<file path="config.mk">
export PLATFORM = sky130hd
export DESIGN_NAME = wfg_ctrl
export DESIGN_NICKNAME = d
export VERILOG_FILES = /design/src/rtl/wfg_pkg.sv /design/src/rtl/wfg_deadband.sv /design/src/rtl/wfg_ctrl.sv
export SDC_FILE = /design/constraint.sdc
export NUM_CORES = 1
export LEC_CHECK = 0
export BUFFER_PORTS_ARGS = -buffer_cell sky130_fd_sc_hd__buf_2
export CORE_UTILIZATION = 40
export DETAILED_ROUTE_END_ITERATION = 12
export PLACE_DENSITY_LB_ADDON = 0.2
export SETUP_SLACK_MARGIN = 0.4
export SYNTH_ARGS = -nofsm -noshare
export SYNTH_HDL_FRONTEND = slang
export SYNTH_HIERARCHICAL = 1
export SYNTH_SLANG_ARGS = --single-unit
</file>
<file path="constraint.sdc">
create_clock -name i_ref_clk -period 3.42 [get_ports i_ref_clk]
set_input_delay 0.171 -clock i_ref_clk [delete_from_list [all_inputs] [get_ports i_ref_clk]]
set_output_delay 0.171 -clock i_ref_clk [all_outputs]
set_load 0.01 [all_outputs]
</file>
<file path="src/rtl/wfg_pkg.sv">
// Purpose: shared constants for the waveform generator control block
// Assumes: AXI4-Lite register access, 100 MHz reference clock
// Notes: registers are 8 bits wide in the low byte of each word
// Operation
// - mode field picks one of six modes
// - load bit moves buffered dead bands, self-clears
// - polarity bit set inverts its output
// - rise dead band is six bits, top zero
// - fall dead band is six bits, top zero
// - shutdown bit set by active selected source
// - shutdown writable while disabled, forces overrides
// - overrides hold until next input rising edge
// - restart bit picks automatic or software restart
// - b/d override field sets shutdown level
// - a/c override field sets shutdown level
// - polarity alters only the inactive override level, code 0
// - software clear only with no active source
// - auto restart clears when sources go low
// - source select bits enable six trip inputs
// - override levels programmed, reset level is tri-state
// - setting auto restart while idle restarts
// - dead band counts clocks up to value
// - buffered load at falling edge when enabled
package wfg_pkg;
    // register bus
    localparam int ADDR_W = 5;
    localparam logic [4:0] OFS_CTRL0 = 5'h00;
    localparam logic [4:0] OFS_CTRL1 = 5'h04;
    localparam logic [4:0] OFS_RISE = 5'h08;
    localparam logic [4:0] OFS_FALL = 5'h0c;
    localparam logic [4:0] OFS_SDCTL = 5'h10;
    localparam logic [4:0] OFS_SDSEL = 5'h14;
    localparam logic [1:0] RESP_OKAY = 2'h0;
    localparam logic [1:0] RESP_SLVERR = 2'h2;
    // field positions
    localparam int EN_BIT = 7;
    localparam int LD_BIT = 6;
    localparam int IN_BIT = 5;
    localparam int SD_BIT = 7;
    localparam int REN_BIT = 6;
    localparam int OVERRIDE_LEVEL_BD_LO = 4;
    localparam int OVERRIDE_LEVEL_AC_LO = 2;
    // reset values
    localparam logic [1:0] OVR_RESET = 2'h1;
    localparam logic [5:0] DB_RESET = 6'h00;
    // mode codes
    localparam logic [2:0] MODE_ASTEER = 3'h0;
    localparam logic [2:0] MODE_SSTEER = 3'h1;
    localparam logic [2:0] MODE_FWD = 3'h2;
    localparam logic [2:0] MODE_REV = 3'h3;
    localparam logic [2:0] MODE_HALF = 3'h4;
    localparam logic [2:0] MODE_PUSH = 3'h5;
    // override level codes
    localparam logic [1:0] OVR_HIGH = 2'h3;
    localparam logic [1:0] OVR_LOW = 2'h2;
    localparam logic [1:0] OVR_TRI = 2'h1;
endpackage

</file>
<file path="src/rtl/wfg_deadband.sv">
// Purpose: one dead-band delay unit for a leading edge
// Assumes: request is a same-clock level
// Notes: output rises after counting up to the value, falls at once
`timescale 1ns/1ns
module wfg_deadband #(
    parameter int DB_W = 6
) (
    input wire logic i_clk,
    input wire logic i_rst_n,
    input wire logic i_req,
    input wire logic [DB_W-1:0] i_count,
    output logic o_act
);
    logic [DB_W-1:0] cnt; // clocks counted since request
    logic [DB_W-1:0] next_cnt;
    logic next_act;

    initial
    begin
        if (DB_W < 1) $error("dead band width must be at least one");
    end

    // count from zero up to the programmed value, then go active
    always_comb
    begin
        next_cnt = cnt;
        next_act = o_act;
        if (!i_req)
        begin
            next_cnt = '0;
            next_act = 1'b0;
        end
        else if (!o_act)
        begin
            if (cnt == i_count)
                next_act = 1'b1;
            else
                next_cnt = cnt + 1'b1;
        end
    end

    // registers
    always_ff @(posedge i_clk or negedge i_rst_n)
    begin
        if (!i_rst_n)
        begin
            cnt <= '0;
            o_act <= 1'b0;
        end
        else
        begin
            cnt <= next_cnt;
            o_act <= next_act;
        end
    end

    db_done_a: assert property (@(posedge i_clk) disable iff (!i_rst_n)
        (i_req && !o_act && cnt == i_count) |=> o_act)
        else $error("dead band did not end at count");
    db_drop_a: assert property (@(posedge i_clk) disable iff (!i_rst_n)
        !i_req |=> !o_act && cnt == '0)
        else $error("dead band output stayed without request");
endmodule

</file>
<file path="src/rtl/wfg_ctrl.sv">
// Purpose: mode, dead-band and shutdown control of a four-output waveform generator
// Assumes: wave and trip inputs are asynchronous levels, trip high means active
// Notes: registers on AXI4-Lite, outputs a..d on bits 0..3
//
// Design decisions made here: the AXI4-Lite register port and the placing of the registers.
`timescale 1ns/1ns
module wfg_ctrl (
    input wire logic i_ref_clk,
    input wire logic i_rst_b,
    input wire logic i_wave_in,
    input wire logic i_trip_input_pin,
    input wire logic i_trip_cmp1,
    input wire logic i_trip_cmp2,
    input wire logic i_trip_tmr2,
    input wire logic i_trip_tmr4,
    input wire logic i_trip_tmr6,
    input wire logic i_s_axi_awvalid,
    output logic o_s_axi_awready,
    input wire logic [wfg_pkg::ADDR_W-1:0] i_s_axi_awaddr,
    input wire logic i_s_axi_wvalid,
    output logic o_s_axi_wready,
    input wire logic [31:0] i_s_axi_wdata,
    input wire logic [3:0] i_s_axi_wstrb,
    output logic o_s_axi_bvalid,
    input wire logic i_s_axi_bready,
    output logic [1:0] o_s_axi_bresp,
    input wire logic i_s_axi_arvalid,
    output logic o_s_axi_arready,
    input wire logic [wfg_pkg::ADDR_W-1:0] i_s_axi_araddr,
    output logic o_s_axi_rvalid,
    input wire logic i_s_axi_rready,
    output logic [31:0] o_s_axi_rdata,
    output logic [1:0] o_s_axi_rresp,
    output logic [3:0] o_out,
    output logic [3:0] o_out_oe
);
    // reset release and input synchronisers
    logic rst_q1;
    logic rst_n; // released copy of reset
    logic [6:0] sync1; // first stage, read only by sync2
    logic [6:0] sync2;
    logic in_s; // synchronised waveform input
    logic [5:0] trip_s; // {tmr6, tmr4, tmr2, cmp2, cmp1, pin}

    // bus state
    logic aw_have, next_aw_have;
    logic [4:0] aw_addr, next_aw_addr;
    logic w_have, next_w_have;
    logic [7:0] w_data, next_w_data;
    logic w_strb0, next_w_strb0;
    logic next_awready, next_wready, next_bvalid, next_arready, next_rvalid;
    logic [1:0] next_bresp, next_rresp;
    logic [31:0] next_rdata;
    logic wr_fire; // both halves of a write are held
    logic wr_en; // register write this cycle
    logic sd_wr; // write to shutdown control

    // register state
    logic en, next_en;
    logic ld, next_ld;
    logic [2:0] mode, next_mode;
    logic [3:0] pol, next_pol;
    logic [5:0] dbr_buf, next_dbr_buf; // software view
    logic [5:0] dbf_buf, next_dbf_buf;
    logic [5:0] dbr_act, next_dbr_act; // counts in use
    logic [5:0] dbf_act, next_dbf_act;
    logic sd, next_sd;
    logic ren, next_ren;
    logic [1:0] override_level_bd, next_override_level_bd;
    logic [1:0] override_level_ac, next_override_level_ac;
    logic [5:0] sel, next_sel;
    logic trip_act; // any selected source active

    // waveform state
    logic in_d, next_in_d;
    logic in_rise, in_fall;
    logic pp, next_pp; // push-pull phase
    logic hold, next_hold; // overrides held after shutdown
    logic ovr; // overrides in force
    logic req_r, req_f; // dead band requests
    logic db_r, db_f; // delayed leading edges
    logic [3:0] raw; // active levels before polarity
    logic [3:0] next_out, next_oe;
    logic [1:0] lvl;

    // test whether an address is a register
    function automatic logic hit(input logic [4:0] a);
        hit = (a == wfg_pkg::OFS_CTRL0) || (a == wfg_pkg::OFS_CTRL1) || (a == wfg_pkg::OFS_RISE) ||
            (a == wfg_pkg::OFS_FALL) || (a == wfg_pkg::OFS_SDCTL) || (a == wfg_pkg::OFS_SDSEL);
    endfunction

    // read data for one address
    function automatic logic [7:0] rd_byte(input logic [4:0] a);
        case (a)
            wfg_pkg::OFS_CTRL0: rd_byte = {en, ld, 3'h0, mode};
            wfg_pkg::OFS_CTRL1: rd_byte = {2'h0, in_s, 1'h0, pol};
            wfg_pkg::OFS_RISE: rd_byte = {2'h0, dbr_buf};
            wfg_pkg::OFS_FALL: rd_byte = {2'h0, dbf_buf};
            wfg_pkg::OFS_SDCTL: rd_byte = {sd, ren, override_level_bd, override_level_ac, 2'h0};
            wfg_pkg::OFS_SDSEL: rd_byte = {1'h1, sel[5:3], 1'h1, sel[2:0]};
            default: rd_byte = 8'h00;
        endcase
    endfunction

    // reset release
    always_ff @(posedge i_ref_clk or negedge i_rst_b)
    begin
        if (!i_rst_b)
        begin
            rst_q1 <= 1'b0;
            rst_n <= 1'b0;
        end
        else
        begin
            rst_q1 <= 1'b1;
            rst_n <= rst_q1;
        end
    end

    // two-stage synchronisers for pins
    always_ff @(posedge i_ref_clk or negedge rst_n)
    begin
        if (!rst_n)
        begin
            sync1 <= 7'h00;
            sync2 <= 7'h00;
        end
        else
        begin
            sync1 <= {i_wave_in, i_trip_tmr6, i_trip_tmr4, i_trip_tmr2, i_trip_cmp2, i_trip_cmp1,
                i_trip_input_pin};
            sync2 <= sync1;
        end
    end

    assign in_s = sync2[6];
    assign trip_s = sync2[5:0];
    assign trip_act = |(trip_s & sel);
    assign wr_fire = aw_have && w_have && !o_s_axi_bvalid;
    assign wr_en = wr_fire && w_strb0 && hit(aw_addr);
    assign sd_wr = wr_en && (aw_addr == wfg_pkg::OFS_SDCTL);

    // bus slave: collect address and data, answer, read
    always_comb
    begin
        next_aw_have = aw_have;
        next_aw_addr = aw_addr;
        next_w_have = w_have;
        next_w_data = w_data;
        next_w_strb0 = w_strb0;
        next_bvalid = o_s_axi_bvalid;
        next_bresp = o_s_axi_bresp;
        next_rvalid = o_s_axi_rvalid;
        next_rdata = o_s_axi_rdata;
        next_rresp = o_s_axi_rresp;
        if (i_s_axi_awvalid && o_s_axi_awready)
        begin
            next_aw_have = 1'b1;
            next_aw_addr = i_s_axi_awaddr;
        end
        if (i_s_axi_wvalid && o_s_axi_wready)
        begin
            next_w_have = 1'b1;
            next_w_data = i_s_axi_wdata[7:0];
            next_w_strb0 = i_s_axi_wstrb[0];
        end
        if (wr_fire)
        begin
            // unmapped words answer slave error
            next_aw_have = 1'b0;
            next_w_have = 1'b0;
            next_bvalid = 1'b1;
            next_bresp = hit(aw_addr) ? wfg_pkg::RESP_OKAY : wfg_pkg::RESP_SLVERR;
        end
        else if (o_s_axi_bvalid && i_s_axi_bready)
            next_bvalid = 1'b0;
        if (i_s_axi_arvalid && o_s_axi_arready)
        begin
            next_rvalid = 1'b1;
            next_rdata = {24'h000000, rd_byte(i_s_axi_araddr)};
            next_rresp = hit(i_s_axi_araddr) ? wfg_pkg::RESP_OKAY : wfg_pkg::RESP_SLVERR;
        end
        else if (o_s_axi_rvalid && i_s_axi_rready)
            next_rvalid = 1'b0;
        next_awready = !next_aw_have && !next_bvalid;
        next_wready = !next_w_have && !next_bvalid;
        next_arready = !next_rvalid;
    end

    // bus registers
    always_ff @(posedge i_ref_clk or negedge rst_n)
    begin
        if (!rst_n)
        begin
            aw_have <= 1'b0;
            aw_addr <= 5'h00;
            w_have <= 1'b0;
            w_data <= 8'h00;
            w_strb0 <= 1'b0;
            o_s_axi_awready <= 1'b0;
            o_s_axi_wready <= 1'b0;
            o_s_axi_bvalid <= 1'b0;
            o_s_axi_bresp <= 2'h0;
            o_s_axi_arready <= 1'b0;
            o_s_axi_rvalid <= 1'b0;
            o_s_axi_rdata <= 32'h00000000;
            o_s_axi_rresp <= 2'h0;
        end
        else
        begin
            aw_have <= next_aw_have;
            aw_addr <= next_aw_addr;
            w_have <= next_w_have;
            w_data <= next_w_data;
            w_strb0 <= next_w_strb0;
            o_s_axi_awready <= next_awready;
            o_s_axi_wready <= next_wready;
            o_s_axi_bvalid <= next_bvalid;
            o_s_axi_bresp <= next_bresp;
            o_s_axi_arready <= next_arready;
            o_s_axi_rvalid <= next_rvalid;
            o_s_axi_rdata <= next_rdata;
            o_s_axi_rresp <= next_rresp;
        end
    end

    // control registers, buffered dead bands, shutdown flag
    always_comb
    begin
        next_en = en;
        next_ld = ld;
        next_mode = mode;
        next_pol = pol;
        next_dbr_buf = dbr_buf;
        next_dbf_buf = dbf_buf;
        next_dbr_act = dbr_act;
        next_dbf_act = dbf_act;
        next_sd = sd;
        next_ren = ren;
        next_override_level_bd = override_level_bd;
        next_override_level_ac = override_level_ac;
        next_sel = sel;
        // buffered counts move at the falling input edge
        if (ld && in_fall)
        begin
            next_dbr_act = dbr_buf;
            next_dbf_act = dbf_buf;
            next_ld = 1'b0;
        end
        // automatic restart once no source is active
        if (ren && !trip_act)
            next_sd = 1'b0;
        if (wr_en)
        begin
            case (aw_addr)
                wfg_pkg::OFS_CTRL0:
                begin
                    next_en = w_data[wfg_pkg::EN_BIT];
                    next_mode = w_data[2:0];
                    // load request only counts once already enabled
                    if (en && w_data[wfg_pkg::LD_BIT])
                        next_ld = 1'b1;
                end
                wfg_pkg::OFS_CTRL1: next_pol = w_data[3:0];
                wfg_pkg::OFS_RISE:
                begin
                    next_dbr_buf = w_data[5:0];
                    if (!en)
                        next_dbr_act = w_data[5:0];
                end
                wfg_pkg::OFS_FALL:
                begin
                    next_dbf_buf = w_data[5:0];
                    if (!en)
                        next_dbf_act = w_data[5:0];
                end
                wfg_pkg::OFS_SDCTL:
                begin
                    next_ren = w_data[wfg_pkg::REN_BIT];
                    next_override_level_bd = w_data[wfg_pkg::OVERRIDE_LEVEL_BD_LO +: 2];
                    next_override_level_ac = w_data[wfg_pkg::OVERRIDE_LEVEL_AC_LO +: 2];
                    if (w_data[wfg_pkg::SD_BIT])
                        next_sd = 1'b1;
                    else if (!trip_act)
                        next_sd = 1'b0;
                end
                wfg_pkg::OFS_SDSEL: next_sel = {w_data[6:4], w_data[2:0]};
                default: next_sel = sel;
            endcase
        end
        if (!next_en)
            next_ld = 1'b0;
        // an active source always wins over any clear
        if (trip_act)
            next_sd = 1'b1;
    end

    // register file
    always_ff @(posedge i_ref_clk or negedge rst_n)
    begin
        if (!rst_n)
        begin
            en <= 1'b0;
            ld <= 1'b0;
            mode <= wfg_pkg::MODE_ASTEER;
            pol <= 4'h0;
            dbr_buf <= wfg_pkg::DB_RESET;
            dbf_buf <= wfg_pkg::DB_RESET;
            dbr_act <= wfg_pkg::DB_RESET;
            dbf_act <= wfg_pkg::DB_RESET;
            sd <= 1'b0;
            ren <= 1'b0;
            override_level_bd <= wfg_pkg::OVR_RESET;
            override_level_ac <= wfg_pkg::OVR_RESET;
            sel <= 6'h00;
        end
        else
        begin
            en <= next_en;
            ld <= next_ld;
            mode <= next_mode;
            pol <= next_pol;
            dbr_buf <= next_dbr_buf;
            dbf_buf <= next_dbf_buf;
            dbr_act <= next_dbr_act;
            dbf_act <= next_dbf_act;
            sd <= next_sd;
            ren <= next_ren;
            override_level_bd <= next_override_level_bd;
            override_level_ac <= next_override_level_ac;
            sel <= next_sel;
        end
    end

    // rising and falling edge dead-band units
    wfg_deadband #(.DB_W(6)) u_db_rise (
        .i_clk(i_ref_clk),
        .i_rst_n(rst_n),
        .i_req(req_r),
        .i_count(dbr_act),
        .o_act(db_r)
    );
    wfg_deadband #(.DB_W(6)) u_db_fall (
        .i_clk(i_ref_clk),
        .i_rst_n(rst_n),
        .i_req(req_f),
        .i_count(dbf_act),
        .o_act(db_f)
    );

    assign in_rise = in_s && !in_d;
    assign in_fall = !in_s && in_d;
    assign ovr = sd || hold;

    // output waveform per mode, polarity and overrides
    always_comb
    begin
        next_in_d = in_s;
        next_pp = pp ^ in_rise;
        // overrides stay until the first rising edge after clear
        next_hold = sd || (hold && !in_rise);
        req_r = 1'b0;
        req_f = 1'b0;
        raw = 4'h0;
        case (mode)
            wfg_pkg::MODE_ASTEER, wfg_pkg::MODE_SSTEER: raw = {4{in_s}};
            wfg_pkg::MODE_FWD:
            begin
                req_f = in_s;
                raw = {db_f, 2'h0, 1'b1};
            end
            wfg_pkg::MODE_REV:
            begin
                req_r = in_s;
                raw = {1'b0, 1'b1, db_r, 1'b0};
            end
            wfg_pkg::MODE_HALF:
            begin
                req_r = in_s;
                req_f = !in_s;
                raw = {db_f, db_r, db_f, db_r};
            end
            wfg_pkg::MODE_PUSH: raw = {in_s && !pp, in_s && pp, in_s && !pp, in_s && pp};
            default: raw = 4'h0; // reserved codes stay inactive
        endcase
        next_out = 4'h0;
        next_oe = 4'h0;
        lvl = override_level_ac;
        for (int i = 0; i < 4; i++)
        begin
            lvl = i[0] ? override_level_bd : override_level_ac;
            if (ovr)
            begin
                // forced high, low and tri-state levels ignore polarity
                case (lvl)
                    wfg_pkg::OVR_HIGH:
                    begin
                        next_out[i] = 1'b1;
                        next_oe[i] = 1'b1;
                    end
                    wfg_pkg::OVR_LOW: next_oe[i] = 1'b1;
                    wfg_pkg::OVR_TRI: next_oe[i] = 1'b0;
                    default:
                    begin
                        next_out[i] = pol[i]; // inactive level with polarity
                        next_oe[i] = 1'b1;
                    end
                endcase
            end
            else
            begin
                next_out[i] = raw[i] ^ pol[i];
                next_oe[i] = en;
            end
        end
    end

    // waveform registers
    always_ff @(posedge i_ref_clk or negedge rst_n)
    begin
        if (!rst_n)
        begin
            in_d <= 1'b0;
            pp <= 1'b0;
            hold <= 1'b0;
            o_out <= 4'h0;
            o_out_oe <= 4'h0;
        end
        else
        begin
            in_d <= next_in_d;
            pp <= next_pp;
            hold <= next_hold;
            o_out <= next_out;
            o_out_oe <= next_oe;
        end
    end

    sd_set_a: assert property (@(posedge i_ref_clk) disable iff (!rst_n) trip_act |=> sd)
        else $error("active trip did not set shutdown");
    sw_clr_a: assert property (@(posedge i_ref_clk) disable iff (!rst_n)
        (sd_wr && !w_data[wfg_pkg::SD_BIT] && trip_act) |=> sd)
        else $error("shutdown cleared with source active");
    auto_clr_a: assert property (@(posedge i_ref_clk) disable iff (!rst_n)
        (sd && ren && !trip_act && !sd_wr) |=> !sd)
        else $error("auto restart did not clear shutdown");
    hold_edge_a: assert property (@(posedge i_ref_clk) disable iff (!rst_n)
        (!sd && hold && !in_rise && override_level_bd == wfg_pkg::OVR_HIGH)
        |=> ((override_level_bd == wfg_pkg::OVR_HIGH) |=> o_out[1] && o_out[3] && o_out_oe[1]))
        else $error("override released before rising edge");
    ovr_ac_a: assert property (@(posedge i_ref_clk) disable iff (!rst_n)
        (ovr && override_level_ac == wfg_pkg::OVR_HIGH) |=> o_out[0] && o_out[2] && o_out_oe[0])
        else $error("a/c override high not driven");
    ovr_bd_a: assert property (@(posedge i_ref_clk) disable iff (!rst_n)
        (ovr && override_level_bd == wfg_pkg::OVR_TRI) |=> !o_out_oe[1] && !o_out_oe[3])
        else $error("b/d override not tri-stated");
    ld_xfer_a: assert property (@(posedge i_ref_clk) disable iff (!rst_n)
        (ld && in_fall && !wr_en) |=> !ld && dbr_act == $past(dbr_buf) && dbf_act == $past(dbf_buf))
        else $error("buffered dead band not loaded");
    pol_steer_a: assert property (@(posedge i_ref_clk) disable iff (!rst_n)
        (!ovr && en && mode == wfg_pkg::MODE_ASTEER) |=> o_out[0] == ($past(in_s) ^ $past(pol[0])))
        else $error("steering polarity wrong");
    sel_one_a: assert property (@(posedge i_ref_clk) disable iff (!rst_n)
        (i_s_axi_arvalid && o_s_axi_arready && i_s_axi_araddr == wfg_pkg::OFS_SDSEL)
        |=> o_s_axi_rdata[7] && o_s_axi_rdata[3])
        else $error("unused select bits not one");
endmodule

</file>
After elaboration in Yosys (flattened, before gate mapping)
Cells that the tools add are included.
- bits of input ports: 60
- output and inout bits: 49
- logic and storage cells: 189
- bits in registers: 119
- eq/ne operators: 27
- bitwise gates (word level): 6
- reduce and logical (&&, ||, !) cells: 57
- add/subtract/negate cells: 2
- muxes and demuxes: 58
- operator list (kind ; count):
    6-bit two-way mux ; 14
    8-bit one-hot mux with 6 select lines ; 1
    1-bit two-way mux ; 35
    5-bit by 4-bit == test with 1-bit output (second input constant) ; 4
    5-bit == test (second input constant) ; 4
    4-bit one-hot mux with 5 select lines ; 1
    1-bit logical AND ; 19
    2-bit AND reduction ; 8
    6-bit by 1-bit adder with 6-bit output (second input constant) ; 2
    6-bit == test ; 2
    1-bit logical OR ; 12
    5-bit by 3-bit == test with 1-bit output (second input constant) ; 2
    1-bit logical NOT ; 10
    5-bit logical NOT ; 2
    1-bit one-hot mux with 2 select lines ; 5
    2-bit == test (second input constant) ; 4
    2-bit inequality test (second input constant) ; 4
    2-bit OR reduction ; 4
    6-bit bitwise AND ; 1
    3-bit by 2-bit == test with 1-bit output (second input constant) ; 2
    3-bit == test (second input constant) ; 2
    6-bit OR reduction ; 1
    1-bit XOR ; 5
    2-bit by 1-bit == test with 1-bit output (second input constant) ; 2
    other kinds (3) ; 4

Logic depth before layout (Yosys ltp)
Gate-level depths: netlist of run 1.
- depth after elaboration: 9
- mapped depth: 7
- depth with buffers taken out: 6

Hierarchy
The synthesis of run 1 kept the hierarchy.
- modules (own cells, without submodules) (module ; sequential area each (sq um) ; instances ; cells an instance ; area each (sq um)):
    wfg_ctrl ; 2529.9 ; 1 ; 381 ; 4610.7
    wfg_deadband ; 175.2 ; 2 ; 40 ; 434.2

Worst setup path after synthesis of run 1
No wires, ideal clock.
- kind: reg2reg
- start: reg u_db_fall.cnt[3]
- end: reg u_db_fall.cnt[0]
- data arrival time: 1.370 ns
- slack: 1.931 ns
- required time: 3.301 ns
- buffers on the path: 0
- stages on the path, launching flop included: 6
- library setup time: 0.119 ns
- period minus slack after synthesis: 1.489 ns
- cells stage by stage: dfrtp_1 -> xor2_1 -> nor4_4 -> a21oi_2 -> xor2_1 -> and2_1
- cells in the longest elaborated chain, start to end: 3
- ends and longest elaborated chain (item ; line ; RTL):
    start, declared ; wfg_deadband.sv:14 ; logic [DB_W-1:0] cnt;
    start signal, assigned ; wfg_deadband.sv:52 ; cnt <= next_cnt;
    6-bit == test ; wfg_deadband.sv:35 ; if (cnt == i_count)
    2-bit inequality test (no source line) ; - ;
    2-bit AND reduction (no source line) ; - ;
Every way passes these cells.
A chain may end at the register's enable or synchronous reset.

Final worst setup path of run 1
- start: reg sync2[6]
- end: reg dbf_act[5]
- cells in the longest elaborated chain, start to end: 7
- ends and longest elaborated chain (item ; line ; RTL):
    start, declared ; wfg_ctrl.sv:41 ; logic [6:0] sync2;
    start signal, assigned ; wfg_ctrl.sv:132 ; sync2 <= sync1;
    1-bit logical NOT * ; wfg_ctrl.sv:352 ; assign in_fall = !in_s && in_d;
    1-bit logical AND * ; wfg_ctrl.sv:352 ;
    1-bit logical AND * ; wfg_ctrl.sv:244 ; if (ld && in_fall)
    6-bit two-way mux * ; wfg_ctrl.sv:244 ;
    6-bit two-way mux ; wfg_ctrl.sv:274 ; if (!en)
    6-bit two-way mux ; wfg_ctrl.sv:255 ; case (aw_addr)
    6-bit two-way mux * ; wfg_ctrl.sv:253 ; if (wr_en)
    named net next_dbf_act[5] ; wfg_ctrl.sv:66 ; logic [5:0] dbf_act, next_dbf_act;
    end signal, assigned ; wfg_ctrl.sv:310 ; dbf_act <= wfg_pkg::DB_RESET;
    end signal, assigned ; wfg_ctrl.sv:326 ; dbf_act <= next_dbf_act;
    end, declared ; wfg_ctrl.sv:66 ;
The timed path passes the listed nets; every way through them passes the cells marked *.

==> results of run 1 <==
-- path summary, 6_finish.rpt --
| kind | start | endpoint | slack (ns) |
|---|---|---|---|
| worst max-delay path | sync2[6] | dbf_act[5] | 1.57 |
| worst min-delay path | i_s_axi_wvalid | w_have | 0.03 |
| worst max register to register | sync2[6] | dbf_act[5] | 1.57 |
| worst min register to register | sync1[4] | sync2[4] | 0.34 |
| max in group asynchronous | rst_n | w_data[0] | 2.12 |
| min in group asynchronous | i_rst_b | rst_n | 0.06 |
-- cell usage in the layout (no fill, tap or decap), types with 5 or more instances in the layout --
master / netlist / layout
o21ai_0: 12 / 12
a22oi_1: 8 / 8
nand3_1: 11 / 11
inv_1: 8 / 8
a31oi_1: 5 / 5
nor2_1: 26 / 26
dfrtp_1: 113 / 112
buf_2: 7 / 55
clkbuf_16: 0 / 17
and2_1: 9 / 9
xor2_1: 20 / 20
a21oi_1: 21 / 21
dlygate4sd3_1: 0 / 23
conb_1: 2 / 27
nand2b_1: 11 / 11
mux2_2: 50 / 50
mux2i_1: 16 / 16
nand2_1: 20 / 20
-- through the flow --
step / setup WS (ns) / total power (W) / instance area (um2) / cells
floorplan: 1.50 / 0.00252 / 5570 / 486
global placement: 1.63 / 0.00277 / 5810 / 677
detailed placement: 1.60 / 0.00280 / 5810 / 677
CTS: 1.59 / 0.00473 / 6680 / 732
global route: 1.33 / 0.00493 / 6680 / 732
finish: 1.57 / 0.00468 / 6680 / 732
-- cells by family after synthesis --
| group | Yosys count |
|---|---|
| multiplexers | 66 |
| AO/OA/AOI/OAI | 77 |
| AND/OR/NAND/NOR | 128 |
| adder cells (fa/ha/maj) | 2 |
| buffers and inverters | 50 |
| other | 2 |
| XOR/XNOR | 21 |
| flip-flops | 115 |
-- power breakdown --
| group | internal [W] | switching (W) | total [W] |
|---|---|---|---|
| registers | 0.00166 | 0.000406 | 0.00206 |
| clock network | 0.00126 | 0.000624 | 0.00188 |
| logic | 0.000403 | 0.000336 | 0.000739 |
| total | 0.00332 | 0.00137 | 0.00468 |
-- sequential cells by signal (all words and copies together) (netlist names), 4 cells and up --
name,flops
o_s_axi_rdata,8
w_data,8
sync1,7
sync2,7
dbf_act,6
dbf_buf,6
dbr_act,6
dbr_buf,6
sel,6
u_db_fall/cnt,6
u_db_rise/cnt,6
aw_addr,5
o_out,4
pol,4
-- worst max-delay path: stages (launching register included) --
cell and delay, ns:
dfrtp_1 0.53, nand3b_1 0.72, mux2i_1 0.35, a21oi_1 0.09
-- per-layer routing --
metal,routed length [um],up-vias
met5,0,-
met1,5230,1834
li1,-,1771
met3,577,18
met4,223,0
met2,5470,104
-- repair_timing --
| item | 4_1_cts | 5_1_grt |
|---|---|---|
| hold buffers | 23 | 0 |
| hold endpoints to repair | 25 | 0 |
| setup endpoints to repair | 0 | 0 |
-- final cells by class --
cell class	count	area [um2]	share of cell area, %
Sequential cell	115	2880	43.2
Multi-Input combinational cell	321	2380	35.7
Timing Repair Buffer	80	520	7.80
Clock buffer	20	457	6.84
Tap cell	176	220	3.30
Clock inverter	12	180	2.70
Inverter	8	30.0	0.450
==> flow_summary.ini, run 1 <==
[logic_synthesis]
synth_top_cell_by_area = dfrtp_1
ys_seq_elements = 115
synthTopCellsByArea = dfrtp_1 52%, mux2_2 10%, buf_4 4.0%, xor2_1 3.2%, mux2i_1 2.9%
synthMuxAreaShare_pct = 13.2
yosys_warnings = 6
postSynthAreaPerCell_um2 = 11.9
yosysSeqAreaShare_pct = 52.6
synth-simple-area-share_pct = 15.1
synth.most_common_cell = dfrtp_1
synthXorXnorAreaFrac_pct = 3.36
synth.distinct_cells = 67
synthFlopType = dfrtp_1
synth_compound_area_share_pct = 9.52
synth_adder_area_share_pct = 0.457
synth-edff-count = 0
ys_top_cells_by_count = 113 x dfrtp_1, 50 x mux2_2, 29 x buf_4, 26 x nor2_1, 21 x a21oi_1
syn_inst = 461
synthArstFlopShare_pct = 100
syn-cell-area_um2 = 5480
synth_top_family_by_area = simple AND/OR/NAND/NOR gates
synth.top_cell.area_share_pct = 51.6

[clock_network]
clock_sinks = 115
post_cts_resized = 0
cts_setup_buffers = 0
root_buffer = clkbuf_16
h-tree-depth = 4
cts_buffers = 17
cts_tree = done
clk_pin_slew_worst_paths_ns = 0.05
clockBufferDepth = 2
clock_latency_ns = 0.42

[timing]
tightest_slew_ns = 0.893
setup_violations = 0
hold_viol_final = 0
max_clock_freq_mhz = 541
min_period_ns = 1.85
fin_hold_ws_ns = 0.0268
final.setup.tns_ns = 0
period_share_pct = 54.1
skew_ns = 0.0100
drv_slew = 0
rsz0062_at_grt = no
slew_headroom_pct = 40.5

[floorplanning]
fp.dieH_um = 119
initial_core_util_pct = 41.2
dieArea_um2 = 14200
die_w_um = 119
rows = 42
ios = 109
core_um2 = 13300

[drt]
wl_per_cell_um = 15.7
drt_iter0_markers = 138
dr.pass1.iters = 4
avgViaCountPerCell = 5.09
totalWireLength_mm = 11.5
vias = 3727
ant_nets = 0
drc = 0

[placement]
portBuffers = 55
dp_hpwl_mm = 7.93
gp_congestion = 0.867

[global_route]
grtUsageMet3_pct = 4.93
met2_usage_pct = 27.7
busiest_layer = met2
antenna_found_initial = 0
grt_pass1_vias = 3757
grtUsageTotal_pct = 17.8
gr-usage-met1_pct = 23.3
grt_pass1_wl_mm = 19.3
grt-ovfl-total = 0
grt_max_degree = 69

[finish]
syn_to_final_growth_pct = 21.9
final_util_pct = 50.2
drive_above_1_share_pct = 29.7
n_antenna_cell = 0
fill_cells = 1160
final_nets = 605

[power]
power_density_nw_per_um2 = 701
ir_drop_uv = 457
leakagePower_nw = 3.16

[worst_setup_path]
worstPathRequired_ns = 3.69
worst-setup-path-type = reg2reg
startpoint_type = flop
crit_fanout = 12
r2r_cells = 3
cp-end-kind = flop
cp.arrival_ns = 2.12

[worst_hold_path]
worstHoldPathCells = 3
hp-class = in2reg

[run]
max-cap-violations = 0

[run_status]
status = finished, final reports clean
(Power assumes the default switching activity.)
==> run 2: changes to the inputs <==
ABC_AREA = 1   (was default)
clock period = 1.88 ns   (was 3.42 ns; I/O delays follow)
==> flow_summary.ini, run 2 <==
[run_status]
status = finished, violations left
violations = DRC

[worst_hold_path]
worstHoldPathCells = 3
hold_end = o_s_axi_rresp[1]
hp-class = in2reg
holdCritStartpoint = i_s_axi_araddr[3]

[logic_synthesis]
synthArstFlopShare_pct = 100
synth.distinct_cells = 39
syn-cell-area_um2 = 6100
synthFlopType = dfrtp_1
yosys_warnings = 6
yosysSeqAreaShare_pct = 47.2
synth.top_cell.area_share_pct = 46.4
ys_seq_elements = 115
synth_top_cell_by_area = dfrtp_1
synth.most_common_cell = nand2_1
synthTopCellsByArea = dfrtp_1 46%, nand2_1 14%, inv_1 6.0%, o21ai_0 4.6%, nand4_1 4.2%
synth-edff-count = 0
syn_inst = 746
ys_top_cells_by_count = 226 x nand2_1, 113 x dfrtp_1, 97 x inv_1, 56 x o21ai_0, 43 x nand3_1
postSynthAreaPerCell_um2 = 8.17

[finish]
n_antenna_cell = 0
drive_above_1_share_pct = 26.1
multiInputGateArea_um2 = 2800
fill_cells = 1340
seq_area_um2 = 2890
mostFrequentLayoutCells = 210 x nand2_1, 108 x dfrtp_1, 91 x inv_1, 56 x buf_2, 47 x o21ai_0
final_cells = 1055
final_common_cell = nand2_1
syn_to_final_growth_pct = 27.3
biggestRegsByFlops = o_s_axi_rdata x8, w_data x8
final_nets = 920

[worst_setup_path]
worst-setup-path-type = reg2reg
path_buf_inv = 3
cp-end-kind = flop
reg2reg_slack_ns = 0.37
slowest_delay_ns = 0.44
cpLargestDelayFamily = simple AND/OR/NAND/NOR gates
worstPathRequired_ns = 2.19
cp.arrival_ns = 1.82
reg2reg_to = dbf_act[5]
cp.depth = 7
r2r_cells = 7
rr_startpoint = aw_addr[4]
cpMaxStageDelayCell = dfrtp_2
crit_chain = inv_4, nand2_2, nor3_4, buf_12, nand3_4, o21ai_2, inv_1
crit_fanout = 6
startpoint_type = flop

[clock_network]
clock_sinks = 115
root_buffer = clkbuf_16
clock_latency_ns = 0.42
cts_buffers = 17
clk_pin_slew_worst_paths_ns = 0.06
h-tree-depth = 4
clockBufferDepth = 2
cts_tree = done

[timing]
tightest_slew_ns = 0.557
period_share_pct = 80.5
slew_headroom_pct = 62.8
finalWorstSetupSlack_ns = 0.367
hold_viol_final = 0
min_period_ns = 1.51
skew_ns = 0.00979
drv_slew = 0
max_clock_freq_mhz = 661
fin_hold_ws_ns = 0.0192
final.setup.tns_ns = 0
rsz0062_at_grt = yes
setup_violations = 0

[power]
leakagePower_nw = 3.83
power_density_nw_per_um2 = 1220
ir_drop_uv = 782
total_power_w = 0.00949

[global_route]
grt_pass1_vias = 4864
grt_max_degree = 42
grtUsageTotal_pct = 19.1
grt_pass1_wl_mm = 23.5
grt-ovfl-total = 0
antenna_found_initial = 0

[floorplanning]
rows = 44
core_um2 = 14700
fp.dieH_um = 125
initial_core_util_pct = 41.5
dieArea_um2 = 15700
die_w_um = 125
ios = 109

[placement]
dp_hpwl_mm = 9.82
portBuffers = 55
place_ws_ns = 0.266
place_inst = 970
gp_congestion = 0.833

[drt]
dr.pass1.iters = 9
vias = 5179
drt_iter0_markers = 309
drc = 7
totalWireLength_mm = 14.7
avgViaCountPerCell = 4.91
wl_per_cell_um = 13.9
ant_nets = 0

[run]
max-cap-violations = 0
## run 2: cell count changes after synthesis, moves of 16 or more
cell / delta
nand2_1: +206
o21ai_2: +23
o21ai_0: +44
inv_1: +89
nand3_1: +32
mux2i_1: -16
mux2_2: -49
a21oi_1: -17
nand4_1: +37
## run 2: metrics by stage
stage / utilization (%) / area [um2]
global route: 52.8 / 7760
CTS: 51.0 / 7500
floorplan: - / 6200
finish: 52.8 / 7760
detailed placement: 43.8 / 6440
global placement: 43.8 / 6440
## run 2: layer usage
metal	up-vias	global-route usage (%)	share of wire, %
met5	-	0	0
met4	0	6.38	1.2
met3	13	4.24	4.2
met2	134	31.2	48
met1	2434	25.2	46
li1	2598	-	-
## run 2: tightest hold or removal path, stage by stage
cell and delay [ns]:
buf_2 0.15, nand2_1 0.08, a31oi_1 0.07
## run 2: worst max-delay path by stage
stage | slack, ns | startpoint | to
3_5_place_dp | 0.27 | mode[2] | u_db_fall/cnt[5]
6_report | 0.37 | aw_addr[4] | dbf_act[5]
4_1_cts | 0.34 | aw_addr[0] | sel[4]
5_1_grt | 0.29 | aw_addr[1] | dbf_act[5]
2_1_floorplan | 0.45 | mode[0] | u_db_rise/cnt[4]
3_3_place_gp | 0.32 | aw_addr[4] | dbr_buf[4]
## run 2: kinds of logic (layout without fill, tap and decap cells)
group / Yosys count / count (layout) / synth area share [%]
simple gates: 372 / 377 / 29.4
buf+inv: 153 / 248 / 12.2
flops: 115 / 115 / 47.2
compound gates: 95 / 95 / 9.62
xor+xnor: 6 / 6 / 0.862
fa+ha+maj: 2 / 2 / 0.410
other cells: 2 / 27 / 0.123
mux: 1 / 1 / 0.185
## run 2: cell type report
class / instances / share of cell area, %
flip-flops and latches: 115 / 37.2
multi-input cells: 508 / 36.1
repair buffers: 112 / 11.3
clock buffers: 18 / 5.66
inverters: 104 / 5.16
well taps: 184 / 2.97
clock inverters: 14 / 1.53
## run 2: repair_timing
item,4_1_cts,5_1_grt
setup endpoints to repair,45,58
buffers inserted,9,10
gates resized for setup,16,53
hold endpoints to repair,26,0
pin swaps,10,23
gates cloned,3,3
hold buffers,28,0
## run 2: where the power goes
group / total, W / switching (W) / internal [W]
clock network: 0.00300 / 0.00125 / 0.00175
logic: 0.00296 / 0.00187 / 0.00110
registers: 0.00353 / 0.000515 / 0.00302
total: 0.00949 / 0.00363 / 0.00586
==> run 3: changes to the inputs <==
clock period = 1.5 ns   (was 1.88 ns; I/O delays follow)
==> flow_summary.ini, run 3 (same netlist as run 2, synthesis figures left out) <==
[floorplanning]
rows = 44
die_w_um = 125
ios = 109
core_um2 = 14700
initial_core_util_pct = 41.5
dieArea_um2 = 15700
fp.dieH_um = 125

[placement]
place_inst = 990
place_area_um2 = 6790
gp_congestion = 0.827
portBuffers = 55
dp_hpwl_mm = 10.4

[clock_network]
cts_tree = done
cts_buffers = 17
clock_sinks = 115
h-tree-depth = 4
clock_latency_ns = 0.41
clk_pin_slew_worst_paths_ns = 0.06
root_buffer = clkbuf_16
clockBufferDepth = 2

[worst_setup_path]
startpoint = aw_addr[1]
rr_startpoint = aw_addr[1]
cp.arrival_ns = 1.83
worstPathRequired_ns = 1.80
crit_chain = nor2_4, nand3_4, nor2_8, buf_4, nand3_4, o21ai_2, inv_1
cpLargestDelayFamily = simple AND/OR/NAND/NOR gates
path_buf_inv = 2
cp-end-kind = flop
worst-setup-path-type = reg2reg
startpoint_type = flop
cp_common_cell = nand3_4
r2r_cells = 7
reg2reg_to = dbf_act[5]
crit_fanout = 8
cpMaxStageDelayCell = dfrtp_1
reg2reg_slack_ns = -0.04
slowest_delay_ns = 0.41

[timing]
drv_slew = 0
setup_violations = 9
period_share_pct = 102
fin_hold_ws_ns = 0.0410
max_clock_freq_mhz = 651
hold_viol_final = 0
finalWorstSetupSlack_ns = -0.0365
skew_ns = 0.0107
min_period_ns = 1.54
final.setup.tns_ns = -0.139
rsz0062_at_grt = yes

[global_route]
grt_max_degree = 66
grt-ovfl-total = 0
grt_pass1_vias = 5088
antenna_found_initial = 1
grtUsageTotal_pct = 20.2
grt_pass1_wl_mm = 25.1

[drt]
drc = 4
drt_iter0_markers = 362
dr.pass1.iters = 9
ant_nets = 0
totalWireLength_mm = 15.1
avgViaCountPerCell = 4.93
vias = 5324
wl_per_cell_um = 14.0

[finish]
syn_to_final_growth_pct = 36.4
fill_cells = 1259
final_cells = 1079
drive_above_1_share_pct = 33.6
stdcell_area_um2 = 8320
final_common_cell = nand2_1
biggestRegsByFlops = o_s_axi_rdata x8, w_data x8
mostFrequentLayoutCells = 195 x nand2_1, 106 x dfrtp_1, 85 x inv_1, 55 x buf_2
final_nets = 943

[worst_hold_path]
hold_end = o_s_axi_rresp[1]
worstHoldPathCells = 3
holdCritStartpoint = i_s_axi_araddr[4]
hp-class = in2reg

[run_status]
status = finished, violations left
violations = DRC, setup timing

[power]
power_density_nw_per_um2 = 1540
ir_drop_uv = 1150
leakagePower_nw = 4.03

[run]
max-cap-violations = 0
-- run 3: layer usage --
metal  track usage (%)  wire, um
met1              24.3      6230
met2              35.3      7890
met3              5.01       716
met4              7.10       237
met5                 0         0
-- run 3: layout make-up --
class / count / area [um2] / area share [%]
Sequential cell: 115 / 2890 / 34.8
Clock inverter: 13 / 151 / 1.82
Tap cell: 184 / 230 / 2.77
Clock buffer: 19 / 443 / 5.32
Antenna cell: 1 / 2.50 / 0.0301
Timing Repair Buffer: 138 / 1210 / 14.6
Multi-Input combinational cell: 505 / 2980 / 35.8
Inverter: 104 / 407 / 4.89
-- run 3: how the worst max path moves through the flow --
stage	cells after the start	to	slack (ns)
3_5_place_dp	8	ld	-0.02
2_1_floorplan	7	dbr_buf[4]	0.11
5_1_grt	7	override_level_ac[1]	-0.11
6_report	7	dbf_act[5]	-0.04
3_3_place_gp	7	override_level_ac[1]	0.003
4_1_cts	7	sel[0]	-0.01
-- run 3: what timing repair did --
item | in CTS | in global routing
cloned | 3 | 1
hold buffers | 28 | 0
setup buffers | 10 | 14
hold endpoints to repair | 27 | 0
endpoints found under the setup margin | 73 | 78
pin swaps | 32 | 26
resized for setup | 62 | 49
-- run 3: worst min-delay path, cell delays in order --
cell and delay, ns:
buf_2 0.17, nand2_1 0.08, a31oi_1 0.08
-- run 3: where the power goes --
part | leakage, nW | internal (W) | total (W) | switching [W]
Combinational | 2.28 | 0.00179 | 0.00441 | 0.00263
Sequential | 1.47 | 0.00378 | 0.00436 | 0.000583
Clock | 0.282 | 0.00251 | 0.00401 | 0.00150
-- run 3: stage by stage --
step                      util [%]  total power, W  worst slack, ns
after global placement        46.2         0.00768          0.00286
after floorplan                  -         0.00668            0.115
after global routing          56.6          0.0136           -0.107
final                         56.6          0.0128          -0.0365
after detailed placement      46.2         0.00778          -0.0177
after CTS                     54.5          0.0124          -0.0130
